### config.mk
export PLATFORM = sky130hd
export DESIGN_NAME = prm_mode_ctrl
export DESIGN_NICKNAME = d
export VERILOG_FILES = /design/src/prm_pkg.sv /design/src/prm_mode_ctrl.sv /design/src/prm_map_ram.sv
export SDC_FILE = /design/constraint.sdc
export NUM_CORES = 2
export LEC_CHECK = 0
export CAP_MARGIN = 20
export CORE_ASPECT_RATIO = 1.75
export CORE_UTILIZATION = 55
export CTS_CLUSTER_DIAMETER = 50
export DETAILED_ROUTE_END_ITERATION = 10
export DONT_BUFFER_PORTS = 1
export PLACE_DENSITY = 0.78
export SLEW_MARGIN = 20
export SYNTH_ARGS = -nofsm -noshare
export SYNTH_HDL_FRONTEND = slang
export SYNTH_SLANG_ARGS = --single-unit
### constraint.sdc
create_clock -name clk_i -period 4 [get_ports clk_i]
set_input_delay 0.8 -clock clk_i [delete_from_list [all_inputs] [get_ports clk_i]]
set_output_delay 0.8 -clock clk_i [all_outputs]
set_load 0.02 [all_outputs]
### src/prm_pkg.sv
package prm_pkg;

  localparam int VA_W = 16;
  localparam int PA_W = 22;
  localparam int PAGE_SEL_W = 3;
  localparam int NUM_PAGES = 8;
  localparam int BLK_SHIFT = 6;
  localparam int OFS_W = VA_W - PAGE_SEL_W;
  localparam int BASE_W = 16;
  localparam int KEY_W = 3;
  localparam int NUM_MODES = 4;
  localparam int MODE_HI = 15;
  localparam int MODE_LO = 14;

  localparam logic [1:0] MODE_KERNEL = 2'h0;
  localparam logic [1:0] MODE_SUPER = 2'h1;
  localparam logic [1:0] MODE_USER = 2'h3;

  localparam logic [2:0] KEY_NONRES = 3'h0;
  localparam logic [2:0] KEY_RO_TRAP = 3'h1;
  localparam logic [2:0] KEY_RO = 3'h2;
  localparam logic [2:0] KEY_RW_TRAP = 3'h4;
  localparam logic [2:0] KEY_RW = 3'h5;

  localparam logic [2:0] AMODE_AUTOINC = 3'h2;
  localparam logic [2:0] AMODE_AUTOINC_DEF = 3'h3;
  localparam logic [2:0] REG_PC = 3'h7;

  // Register port offsets (word index)
  localparam logic [7:0] OFS_CTRL = 8'h00;
  localparam logic [7:0] OFS_CFG3 = 8'h01;
  localparam logic [7:0] OFS_STAT = 8'h02;
  localparam logic [7:0] OFS_FAULT = 8'h03;
  localparam logic [7:0] OFS_BASE0 = 8'h40;
  localparam logic [7:0] OFS_KEY0 = 8'h80;
  localparam logic [15:0] CTRL_RST = 16'h0000;
  localparam logic [15:0] CFG3_RST = 16'h0000;
  localparam int CFG3_SPLIT_BIT = 3;

  typedef enum logic [1:0] {
    REF_INSTR = 2'b00,
    REF_IMMABS = 2'b01,
    REF_INDEX = 2'b10,
    REF_DATA = 2'b11
  } prm_ref_t;

  typedef enum logic [1:0] {
    ST_IDLE = 2'b00,
    ST_VEC_PC = 2'b01,
    ST_VEC_PSW = 2'b10,
    ST_PUSH = 2'b11
  } prm_state_t;

  typedef struct packed {
    logic valid;
    logic [VA_W-1:0] vaddr;
    logic write;
    prm_ref_t kind;
    logic [2:0] amode;
    logic [2:0] areg;
  } prm_req_t;

  typedef struct packed {
    logic valid;
    logic [PA_W-1:0] paddr;
    logic abort;
    logic trap;
    logic dspace;
    logic [1:0] mode;
  } prm_rsp_t;

endpackage : prm_pkg

### src/prm_mode_ctrl.sv
// Functional notes
// (RL1) Mapping on: every address, vectors too, goes through the chosen set.
// (RL2) Each page relocates alone; pages may share physical space.
// (RL3) Page base may lie above or below its virtual range.
// (RL4) Page bases fall on 64-byte boundaries.
// (RL5) Per-page key: read/write, read-only or nonresident, checked each access.
// (RL6) Three modes; kernel may execute every instruction.
// (RL7) User and supervisor refuse halt and bus reset.
// (RL8) Supervisor acts like user but maps through its own set.
// (RL9) Mapping registers live in the peripheral page only; only writes check reg_io_page_i, reads decode in any page.
// (RL10) Vectors are kernel data-space addresses; two words fetched via kernel map.
// (RL11) Old counter and status pushed onto the stack of the new mode.
// (RL12) New status mode bits 15:14 choose the set after the vector.
// (RL13) Software sets the split enable bit in config register three.
// (RL14) Split on: eight instruction and eight data pages per mode.
// (RL15) Instruction space gets fetches, immediates, absolutes, index words only.
// (RL16) Top three virtual bits pick one of eight page pairs.
// (RL17) Status mode field selects the register set.
// (RL18) Config three bits 2:0 enable data space per mode.
// (RL19) Without data space, every reference uses the instruction set.
// (RL20) Physical address is base times 64 plus page offset.
//
// The implementer's own choices: the register addresses and the address-and-strobe port.
`timescale 1ns/1ps
`default_nettype none
module prm_mode_ctrl
  import prm_pkg::*;
(
  input wire logic clk_i,
  input wire logic rstn_i,
  input wire logic [7:0] reg_addr_i,
  input wire logic [15:0] reg_wdata_i,
  input wire logic reg_we_i,
  input wire logic reg_re_i,
  input wire logic reg_io_page_i,
  output logic [15:0] reg_rdata_o,
  input wire logic [15:0] processor_status_word_i,
  input wire prm_pkg::prm_req_t req_i,
  output prm_pkg::prm_rsp_t rsp_o,
  input wire logic vector_i,
  input wire logic [VA_W-1:0] vector_addr_i,
  input wire logic priv_instr_i,
  output logic priv_refuse_o,
  output logic vec_busy_o,
  output logic [1:0] push_mode_o,
  output logic push_o
);
  import prm_pkg::*;

  ////////////////////////////////////////////////////////////////////////////
  typedef struct packed {
    logic [15:0] ctrl;
    logic [15:0] cfg3;
    logic [15:0] fault;
    prm_state_t st;
    logic [15:0] new_psw;
    logic [1:0] cur_mode;
    logic [1:0] push_mode;
    logic push;
    logic refuse;
    prm_rsp_t rsp;
    logic rd_pend;
    logic [7:0] rd_addr;
  } prm_st_t;

  prm_st_t s_q, s_d;
  logic map_on;
  logic [1:0] eff_mode;
  logic use_d;
  logic [1:0] d_sel;
  logic i_ref;
  logic [5:0] tbl_idx;
  logic [5:0] w_idx;
  logic base_we;
  logic key_we;
  logic [BASE_W-1:0] base_rd;
  logic [BASE_W-1:0] key_rd;
  logic [VA_W-1:0] eff_va;
  logic eff_valid;
  logic eff_write;
  logic [OFS_W-1:0] ofs_q;
  logic [PAGE_SEL_W-1:0] page_q;
  logic lkp_q;
  logic lkp_write_q;
  logic lkp_d_q;
  logic [1:0] lkp_mode_q;
  logic [VA_W-1:0] va_q;

  ////////////////////////////////////////////////////////////////////////////
  // Lookup of base and key tables
  assign map_on = s_q.ctrl[0];
  assign eff_valid = req_i.valid || (s_q.st inside {ST_VEC_PC, ST_VEC_PSW});
  assign eff_write = (s_q.st == ST_IDLE) && req_i.write;
  always_comb begin
    eff_va = req_i.vaddr;
    eff_mode = processor_status_word_i[MODE_HI:MODE_LO]; // RL17
    if (s_q.st == ST_VEC_PC) begin
      eff_va = vector_addr_i; // RL10
      eff_mode = MODE_KERNEL; // RL10
    end else if (s_q.st == ST_VEC_PSW) begin
      eff_va = vector_addr_i + 16'h0002; // RL10
      eff_mode = MODE_KERNEL;
    end else if (s_q.st == ST_PUSH) begin
      eff_mode = s_q.new_psw[MODE_HI:MODE_LO]; // RL12
    end
  end
  always_comb begin
    i_ref = 1'b0;
    if (s_q.st == ST_IDLE) begin
      // RL15
      case (req_i.kind)
        REF_INSTR: i_ref = 1'b1;
        REF_INDEX: i_ref = 1'b1;
        REF_IMMABS: i_ref = (req_i.areg == REG_PC) &&
          (req_i.amode inside {AMODE_AUTOINC, AMODE_AUTOINC_DEF});
        default: i_ref = 1'b0;
      endcase
    end
  end
  // RL13 RL18 RL19
  // User mode enable sits in bit 2, not in the split bit
  assign d_sel = (eff_mode == MODE_USER) ? 2'h2 : eff_mode;
  assign use_d = s_q.cfg3[CFG3_SPLIT_BIT] && s_q.cfg3[d_sel] && !i_ref;
  // RL14 RL16
  assign tbl_idx = {eff_mode, use_d, eff_va[VA_W-1 -: PAGE_SEL_W]};
  assign w_idx = reg_addr_i[5:0];
  // RL9
  assign base_we = reg_we_i && reg_io_page_i && reg_addr_i[7:6] == 2'h1;
  assign key_we = reg_we_i && reg_io_page_i && reg_addr_i[7:6] == 2'h2;

  prm_map_ram #(.DW(BASE_W), .AW(6)) u_base (
    .clk_i(clk_i),
    .we_i(base_we),
    .waddr_i(w_idx),
    .wdata_i(reg_wdata_i),
    .raddr_i(reg_re_i ? w_idx : tbl_idx),
    .rdata_o(base_rd)
  );
  prm_map_ram #(.DW(BASE_W), .AW(6)) u_key (
    .clk_i(clk_i),
    .we_i(key_we),
    .waddr_i(w_idx),
    .wdata_i(reg_wdata_i),
    .raddr_i(reg_re_i ? w_idx : tbl_idx),
    .rdata_o(key_rd)
  );

  always_ff @(posedge clk_i or negedge rstn_i) begin
    if (!rstn_i) begin
      lkp_q <= 1'b0;
      lkp_write_q <= 1'b0;
      lkp_d_q <= 1'b0;
      lkp_mode_q <= 2'h0;
      va_q <= 16'h0000;
    end else begin
      lkp_q <= eff_valid && !reg_re_i;
      lkp_write_q <= eff_write;
      lkp_d_q <= use_d;
      lkp_mode_q <= eff_mode;
      va_q <= eff_va;
    end
  end
  assign ofs_q = va_q[OFS_W-1:0];
  assign page_q = va_q[VA_W-1 -: PAGE_SEL_W];

  ////////////////////////////////////////////////////////////////////////////
  // Next state
  always_comb begin
    s_d = s_q;
    s_d.push = 1'b0;
    s_d.refuse = 1'b0;
    s_d.rsp.valid = 1'b0;
    s_d.rd_pend = reg_re_i;
    s_d.rd_addr = reg_addr_i;
    s_d.cur_mode = processor_status_word_i[MODE_HI:MODE_LO];
    // RL6 RL7 RL8
    if (priv_instr_i && s_d.cur_mode != MODE_KERNEL) begin
      s_d.refuse = 1'b1;
    end
    if (reg_we_i && reg_io_page_i) begin // RL9
      if (reg_addr_i == OFS_CTRL) begin
        s_d.ctrl = reg_wdata_i;
      end
      if (reg_addr_i == OFS_CFG3) begin
        s_d.cfg3 = reg_wdata_i;
      end
    end
    if (lkp_q) begin
      s_d.rsp.valid = 1'b1;
      s_d.rsp.dspace = lkp_d_q;
      s_d.rsp.mode = lkp_mode_q;
      s_d.rsp.trap = 1'b0;
      s_d.rsp.abort = 1'b0;
      if (map_on) begin
        // RL1 RL2 RL3 RL4 RL20
        s_d.rsp.paddr = PA_W'({base_rd, {BLK_SHIFT{1'b0}}}) + PA_W'(ofs_q);
        // RL5
        case (key_rd[KEY_W-1:0])
          KEY_RO_TRAP: begin
            s_d.rsp.abort = lkp_write_q;
            s_d.rsp.trap = !lkp_write_q;
          end
          KEY_RO: s_d.rsp.abort = lkp_write_q;
          KEY_RW_TRAP: s_d.rsp.trap = 1'b1;
          KEY_RW: s_d.rsp.abort = 1'b0;
          default: s_d.rsp.abort = 1'b1;
        endcase
        if (s_d.rsp.abort) begin
          s_d.fault = {8'h00, 1'b0, lkp_mode_q, lkp_d_q, 1'b0, page_q};
        end
      end else begin
        s_d.rsp.paddr = PA_W'(va_q);
      end
    end
    case (s_q.st)
      ST_IDLE: begin
        if (vector_i) begin
          s_d.st = ST_VEC_PC;
        end
      end
      ST_VEC_PC: s_d.st = ST_VEC_PSW;
      ST_VEC_PSW: begin
        s_d.new_psw = processor_status_word_i;
        s_d.st = ST_PUSH;
      end
      ST_PUSH: begin
        s_d.push = 1'b1; // RL11
        s_d.push_mode = s_q.new_psw[MODE_HI:MODE_LO]; // RL11
        s_d.st = ST_IDLE;
      end
      default: s_d.st = ST_IDLE;
    endcase
  end

  always_ff @(posedge clk_i or negedge rstn_i) begin
    if (!rstn_i) begin
      s_q <= '0;
      s_q.ctrl <= CTRL_RST;
      s_q.cfg3 <= CFG3_RST;
      s_q.st <= ST_IDLE;
    end else begin
      s_q <= s_d;
    end
  end

  ////////////////////////////////////////////////////////////////////////////
  // Outputs
  always_comb begin
    reg_rdata_o = 16'h0000;
    if (s_q.rd_pend) begin
      case (s_q.rd_addr[7:6])
        2'h1: reg_rdata_o = base_rd;
        2'h2: reg_rdata_o = {13'h0000, key_rd[KEY_W-1:0]};
        default: begin
          case (s_q.rd_addr)
            OFS_CTRL: reg_rdata_o = s_q.ctrl;
            OFS_CFG3: reg_rdata_o = s_q.cfg3;
            OFS_STAT: reg_rdata_o = {12'h000, s_q.cur_mode, 1'b0, map_on};
            OFS_FAULT: reg_rdata_o = s_q.fault;
            default: reg_rdata_o = 16'h0000;
          endcase
        end
      endcase
    end
  end
  assign rsp_o = s_q.rsp;
  assign priv_refuse_o = s_q.refuse;
  assign push_o = s_q.push;
  assign push_mode_o = s_q.push_mode;
  assign vec_busy_o = s_q.st != ST_IDLE;

  ////////////////////////////////////////////////////////////////////////////
  // Checks
  chk_priv_refuse: assert property (@(posedge clk_i) disable iff (!rstn_i)
    priv_instr_i && processor_status_word_i[15:14] != 2'h0 |=> priv_refuse_o)
    else $error("privileged op not refused"); // RL7
  chk_kernel_free: assert property (@(posedge clk_i) disable iff (!rstn_i)
    priv_instr_i && processor_status_word_i[15:14] == 2'h0 |=> !priv_refuse_o)
    else $error("kernel op refused"); // RL6
  chk_vec_seq: assert property (@(posedge clk_i) disable iff (!rstn_i)
    vector_i && !vec_busy_o |=> vec_busy_o [*3] ##1 !vec_busy_o)
    else $error("vector sequence length wrong"); // RL10
  chk_push_mode: assert property (@(posedge clk_i) disable iff (!rstn_i)
    push_o |-> push_mode_o == $past(s_q.new_psw[15:14]))
    else $error("push stack mode wrong"); // RL11
  chk_vec_kernel: assert property (@(posedge clk_i) disable iff (!rstn_i)
    s_q.st == ST_VEC_PC |=> lkp_mode_q == 2'h0)
    else $error("vector not via kernel map"); // RL10
  chk_rsp_lat: assert property (@(posedge clk_i) disable iff (!rstn_i)
    req_i.valid && !reg_re_i |-> ##2 rsp_o.valid)
    else $error("response missing"); // RL1
  chk_nonres: assert property (@(posedge clk_i) disable iff (!rstn_i)
    lkp_q && map_on && key_rd[2:0] == 3'h0 |=> rsp_o.abort)
    else $error("nonresident not aborted"); // RL5
  chk_ro_write: assert property (@(posedge clk_i) disable iff (!rstn_i)
    lkp_q && map_on && lkp_write_q && key_rd[2:0] == 3'h2 |=> rsp_o.abort)
    else $error("read-only write not aborted"); // RL5
  chk_blk_align: assert property (@(posedge clk_i) disable iff (!rstn_i)
    lkp_q && map_on |=> rsp_o.paddr[5:0] == $past(va_q[5:0]))
    else $error("page base not block aligned"); // RL4
  chk_split_off: assert property (@(posedge clk_i) disable iff (!rstn_i)
    !s_q.cfg3[3] |-> !use_d)
    else $error("data space used without split"); // RL19
  cov_vector: cover property (@(posedge clk_i) push_o);
  cov_dspace: cover property (@(posedge clk_i) rsp_o.valid && rsp_o.dspace);
  cov_abort: cover property (@(posedge clk_i) rsp_o.valid && rsp_o.abort);
  cov_trap: cover property (@(posedge clk_i) rsp_o.valid && rsp_o.trap);
endmodule : prm_mode_ctrl
`default_nettype wire

### src/prm_map_ram.sv
`timescale 1ns/1ps
`default_nettype none
module prm_map_ram #(
  parameter int DW = 16,
  parameter int AW = 6
) (
  input wire logic clk_i,
  input wire logic we_i,
  input wire logic [AW-1:0] waddr_i,
  input wire logic [DW-1:0] wdata_i,
  input wire logic [AW-1:0] raddr_i,
  output logic [DW-1:0] rdata_o
);
  logic [DW-1:0] mem_q [2**AW];
  if (DW < 1 || AW < 1) begin : g_bad_size
    $error("prm_map_ram bad size");
  end
  always_ff @(posedge clk_i) begin
    if (we_i) begin
      mem_q[waddr_i] <= wdata_i;
    end
    rdata_o <= mem_q[raddr_i];
  end
endmodule : prm_map_ram
`default_nettype wire

Yosys cells after proc, flatten, opt, wreduce, memory -nomap -nowiden
Memories as Yosys holds them, arrays and structs flattened. A register that Yosys moved wholly into a read port is not among the register bits.
Index checks and enable logic that the tools add are counted.
{ "op_classes": {"add_sub_neg": 2, "order_cmp": 1, "n_eq_ne": 22, "mux": 29, "n_reduce_logical": 27} }
{ "op_table": {"columns": ["op", "n"], "rows": [
  ["case mux 16 bit (4 select lines)", 1],
  ["2-to-1 mux 16 bit", 3],
  ["case mux 16 bit (2 select lines)", 1],
  ["2-to-1 mux 28 bit", 1],
  ["adder 22 x 13 -> 22 bit", 1],
  ["2-to-1 mux 22 bit", 1],
  ["adder 16 x 2 -> 16 bit, second input constant", 1],
  ["== test 8 x 1 -> 1 bit, second input constant", 2],
  ["== test 8 x 2 -> 1 bit, second input constant", 2],
  ["logical NOT 8 bit", 2],
  ["== test 2 bit, second input constant", 6],
  ["2-to-1 mux 2 bit", 6],
  ["2-to-1 mux 1 bit", 10],
  ["== test 3 x 2 -> 1 bit, second input constant", 3],
  ["== test 3 bit, second input constant", 3],
  ["logical AND 1 bit", 9],
  ["== test 2 x 1 -> 1 bit, second input constant", 4],
  ["case mux 2 bit (4 select lines)", 1],
  ["nonzero test 2 bit", 4],
  ["2-to-1 mux 6 bit", 1],
  ["case mux 1 bit (2 select lines)", 3],
  ["OR reduction 2 bit", 3],
  ["less-than comparator 2 x 5 -> 1 bit, second input constant", 1],
  ["logical NOT 2 bit", 2],
  ["other kinds (7)", 10]
]} }
{ "word_totals": {"register_bits": 120, "mem_bits_rw": 2048, "input_bits": 89, "out_inout_bits": 49, "elab_cells": 105, "memories": 2} }
{ "mem_list": {"columns": ["name", "words", "word_bits", "read_ports", "rd_ports_with_merged_regs", "wr", "line", "rtl"], "rows": [
  ["u_base.mem_q", 64, 16, 1, 1, 1, "prm_map_ram.sv:14", "logic [DW-1:0] mem_q [2**AW];"],
  ["u_key.mem_q", 64, 16, 1, 1, 1, "prm_map_ram.sv:14", null]
]} }

Depth between registers and ports, before layout
{ "depth": {"depth_word": 11, "mapped_depth": 16, "mapped_depth_nobuf": 12} }

By module
From an unflattened synthesis, not the netlist that was laid out.
{ "hier_totals": {"cells_unflattened": 4226, "area_unflattened_um2": 85966.2} }
{ "modules_own_cells": {"columns": ["module", "n_inst", "cells_per_inst", "area_each_um2", "seq_area_each_um2"], "rows": [
  ["prm_map_ram", 2, 1829, 40042.2, 31069.8],
  ["prm_mode_ctrl", 1, 568, 5881.9, 2652.5]
]} }

Least setup slack after synthesis
Ideal clock, no wire load.
{ "synth_path": {"path_kind": "input-to-reg", "startpoint": "input vector_addr_i[5]", "endpoint": "register u_base.rdata_o[13], read port of u_base.mem_q", "setup_ns": 0.058, "arrival_time_ns": 3.496, "required_time_ns": 3.942, "slack_ns": 0.446, "cell_stages": 12, "path_buffers": 5, "path_cell_list": "buf_2 > nand3_2 > nor4_2 > mux2_2 > nor2_1 > buf_2 > buf_2 > buf_1 > clkbuf_1 > a211oi_1 > nor4_1 > o21a_1"} }
{ "synth_between": {"elab_chain_cells": 4} }
{ "synth_lines": {"columns": ["item", "line", "rtl"], "rows": [
  ["start: declaration", "prm_mode_ctrl.sv:41", "input wire logic [VA_W-1:0] vector_addr_i,"],
  ["adder 16 x 2 -> 16 bit", "prm_mode_ctrl.sv:101", "eff_va = vector_addr_i + 16'h0002;"],
  ["2-to-1 mux 16 bit", "prm_mode_ctrl.sv:100", "end else if (s_q.st == ST_VEC_PSW) begin"],
  ["2-to-1 mux 16 bit", "prm_mode_ctrl.sv:97", "if (s_q.st == ST_VEC_PC) begin"],
  ["2-to-1 mux 6 bit", "prm_mode_ctrl.sv:136", ".raddr_i(reg_re_i ? w_idx : tbl_idx),"],
  ["end: declaration", "prm_map_ram.sv:12", "output logic [DW-1:0] rdata_o"]
]} }
Every way passes these cells.
A chain may end at the register's enable or synchronous reset.

Worst setup path after layout
{ "layout_path": {"startpoint": "register s_q[59] in the netlist's numbering", "endpoint": "register u_base.rdata_o[1], read port of u_base.mem_q"} }
{ "layout_between": {"elab_chain_cells": 11, "word_cells_on_any_way": 18, "classes_between": "4 x eq/ne; 10 x mux; 4 x reduce/logical"} }
{ "layout_lines": {"columns": ["item", "line", "rtl"], "rows": [
  ["start: declaration", "prm_mode_ctrl.sv:66", "prm_st_t s_q, s_d;"],
  ["== test 2 bit", "prm_mode_ctrl.sv:103", "end else if (s_q.st == ST_PUSH) begin"],
  ["2-to-1 mux 2 bit", "prm_mode_ctrl.sv:103", null],
  ["2-to-1 mux 2 bit", "prm_mode_ctrl.sv:100", null],
  ["2-to-1 mux 2 bit", "prm_mode_ctrl.sv:97", null],
  ["== test 2 bit", "prm_mode_ctrl.sv:122", "assign d_sel = (eff_mode == MODE_USER) ? 2'h2 : eff_mode;"],
  ["2-to-1 mux 2 bit", "prm_mode_ctrl.sv:122", null],
  ["binary-select mux 1 bit (select 2 bit)", "prm_mode_ctrl.sv:123", "assign use_d = s_q.cfg3[CFG3_SPLIT_BIT] && s_q.cfg3[d_sel] && !i_ref;"],
  ["2-to-1 mux 1 bit (implied by the code)", "prm_mode_ctrl.sv:123", null],
  ["logical AND 1 bit (2 in a row)", "prm_mode_ctrl.sv:123", null],
  ["2-to-1 mux 6 bit *", "prm_mode_ctrl.sv:136", null]
]} }
Mark *: on every way between the ends. The rest lies on a longest branch, timed or not. The select of a mux whose other input is x is not followed.

==> impl_results.md <==
- Status: finished clean
- Min cycle time layout: around 4000 ps
- Total CTS buffers: 107
- Vias: about 38000
- CP max stage delay: 690 ps
- NetSw: 11.1 mW
- Number of synthesized register bits: ~1300
- Drt pass-1 iters: 6
- Clk_lat worst skew: around 730 ps
- Max stage delay cell, worst path: a31oi_1
- First-pass GRT wire length: 225 mm
- Post-synth top flop: edfxtp_1
- Top-count cell post-synth: edfxtp_1
- Starting Density: 0.557
- Die Y: 419 microns
- CTS max path bufs: 3
- Power Density: slightly below 600 nW/um^2
- Die width: roughly 240 microns
- Max Freq: between 0.2 and 0.3 GHz
- CP Class: reg2reg
- Relative slew slack: 0.255
- CP startpoint kind: register
- Final WL: around 160 mm
- Final Max Slew Viols: 0
- Root Buffer: clkbuf_16
- Peak supply drop: 0.000377 V
- Share of Yosys cell area claimed by the top area cell type: 0.667
- Setup-failing EPs final: 0
- Vias/cell: approximately 6.3
- Total gr overflow: 0
- Syn_nets: about 4500
- Cell taking the most area after synthesis: edfxtp_1
- Tightest Pin Transition: 1120 ps
- Initial antenna violation count: 5
- Hold Vio Cnt, Final: 0
- Leak pwr: ~22 nW
- # port buffers: 0
- Pin count of the biggest net entering global routing: 131
- Register area share after synthesis: 0.722
- # IOs: about 140
- CTS tree: yes
- Logic gate share of total power: 0.250
- # nets final: 4631
- Fillers: between 6000 and 7000
- Global Route Usage Sum: 0.307
- Layout area overhead: 13.2%
- Setup slack after layout: 46.2 ps
- Int Power: about 25 mW
- Avg Cell Area, Syn: roughly 13 sq um
- Worst min-delay path category: in2reg
- CP max FO: 44
- CP arrival: around 4600 ps
- Initial DRC Count: ~4800
- RD Place Congestion: slightly below 1
- Total die area: 101000 sq um
- Max H-tree Level: 3
- Yosys cell types: 71
- Mapped Cells: 4346
- Worst Setup End Kind: register
- Asr flop ratio synth: 0.0790
- Synth cell count leaders: 1216 x edfxtp_1, 1133 x nand2_1, 560 x nand3_1, 210 x nor2_1, 131 x buf_2
- Synth warn: 0
- Clock power frac: 0.302
- Remaining antenna violation count: 0
- Post-synth EDFFs: approximately 1200
- FP Rows: approximately 150
- Critical path, cell by cell: inv_1 -> ha_4 -> buf_12 -> nand4b_1 -> or4_4 -> a21oi_4 -> buf_12 -> buf_12 -> buf_12 -> nand2_1 -> nand3_1 -> nand3_1 -> a21o_1 -> a31oi_1 -> or4_1
- Cell Area, Synth: 54800 sq um
- Clk slew on worst S/H paths: 70 ps
- Sequential share of power: 0.449
- Sw Share: 0.308
- Cell mode on critical path: buf_12
- DR WL/cell: 26.3 microns
- Core area: 98300 sq um
- Tcrit/Tclk final: 0.988
- Fin util: 0.630
- Synth top area cells: edfxtp_1 67%, nand2_1 7.8%, nand3_1 5.1%
- DRC: 0
- Post-DP HPWL: 99.1 mm
- Worst Skew: between 20 and 30 ps
- Required time worst endpoint: roughly 4700 ps
- Total of max-cap violations: 0
- Share of post-route cells with drive strength above 1: 0.138
- Vias in the first global route: 36800
- Worst slack, placed: -200 ps
- CTS Sinks: 1341
## layout make-up
class	instances	area, sq um	area share
Sequential cell	1341	39500	0.638
Tap cell	1309	1640	0.0264
Clock buffer	132	2900	0.0467
Multi-Input combinational cell	2676	13800	0.222
Antenna cell	2	5.00	0.0000807
Inverter	29	109	0.00176
Clock inverter	67	709	0.0114
Timing Repair Buffer	370	3290	0.0531
## cell families after synthesis
group	share of synthesized area
buf+inv	0.0286
compound gates	0.0489
flops	0.722
mux	0.0287
simple gates	0.166
xor+xnor	0.00192
fa+ha+maj	0.00402
## metal layers
layer  global-route usage  vias up  wire [microns]
met5                    0        -              13
met4                0.248        2           13700
met3               0.0604      630           16200
met2                0.518     2588           76900
met1                0.334    18300           48700
li1                     -    16100               -
## worst max-delay path, delay by kind of cell (launching register included)
kind | cells | cell delay [ps]
AOI/OAI and AO/OA | 3 | 1130
adders and majority gates | 1 | 200
buffers and inverters | 5 | 950
DFF | 1 | 410
and+or+nand+nor | 6 | 1140
## worst paths after layout
path	startpoint	end	slack (ps)	depth (start not counted)
max	s_q[59]	u_base.rdata_o[1]	50	15
min	reg_re_i	s_q[8]	100	0
max reg2reg	s_q[59]	u_base.rdata_o[1]	50	15
min reg2reg	va_q[0]	rsp_o[5]	480	1
max in group asynchronous	rstn_i	rsp_o[13]	2890	2
min in group asynchronous	rstn_i	s_q[58]	630	2
## power groups by stage
stage	clock [mW]	combinational, mW	sequential (mW)
after floorplan	0	5.33	16.1
after global placement	0	8.49	16.4
after detailed placement	0	8.68	16.5
after CTS	10.9	8.79	16.2
after global routing	11.4	9.50	16.2
final	10.9	9.01	16.2
## per-stage QoR
stage | instances | area, sq um | total power [mW] | hold slack [ps] | TNS, ps
after CTS | 5922 | 61900 | 35.8 | 69.9 | 0
final | 5926 | 62000 | 36.1 | 97.8 | 0
after global routing | 5924 | 62000 | 37.1 | 84.1 | -8.29
after global placement | 5719 | 58200 | 24.9 | 459 | -242
after detailed placement | 5719 | 58200 | 25.1 | 468 | -438
after floorplan | 4346 | 54800 | 21.4 | 410 | 0
## timing repair
action | CTS | global route
hold buffers | 2 | 0
buffers inserted | 2 | 2
endpoints found under the setup margin | 14 | 18
resized for setup | 7 | 12
endpoints found under the hold margin | 106 | 0
pin swaps | 0 | 1
## flip-flops by register name (all words and copies together), names as in the netlist
register / cells
lkp_mode_q: 2
s_q: 52
rsp_o: 28
lkp_q: 1
map_on: 1
push_mode_o: 2
u_base.mem_q: 1024
lkp_d_q: 1
va_q: 16
lkp_write_q: 1
push_o: 1
u_base.rdata_o: 16
u_key.rdata_o: 3
u_key.mem_q: 192
priv_refuse_o: 1
## placed cells by master (no fill, tap or decap), types with 70 or more instances in the layout
cell type     n
a21oi_1     105
nand3_1     557
a31oi_1      70
nand2_1    1131
mux2i_1      91
clkbuf_16   110
dfrtp_1     106
edfxtp_1   1216
nor2_1      209
buf_4       328
Note: power is estimated with default switching activity, not from simulation.
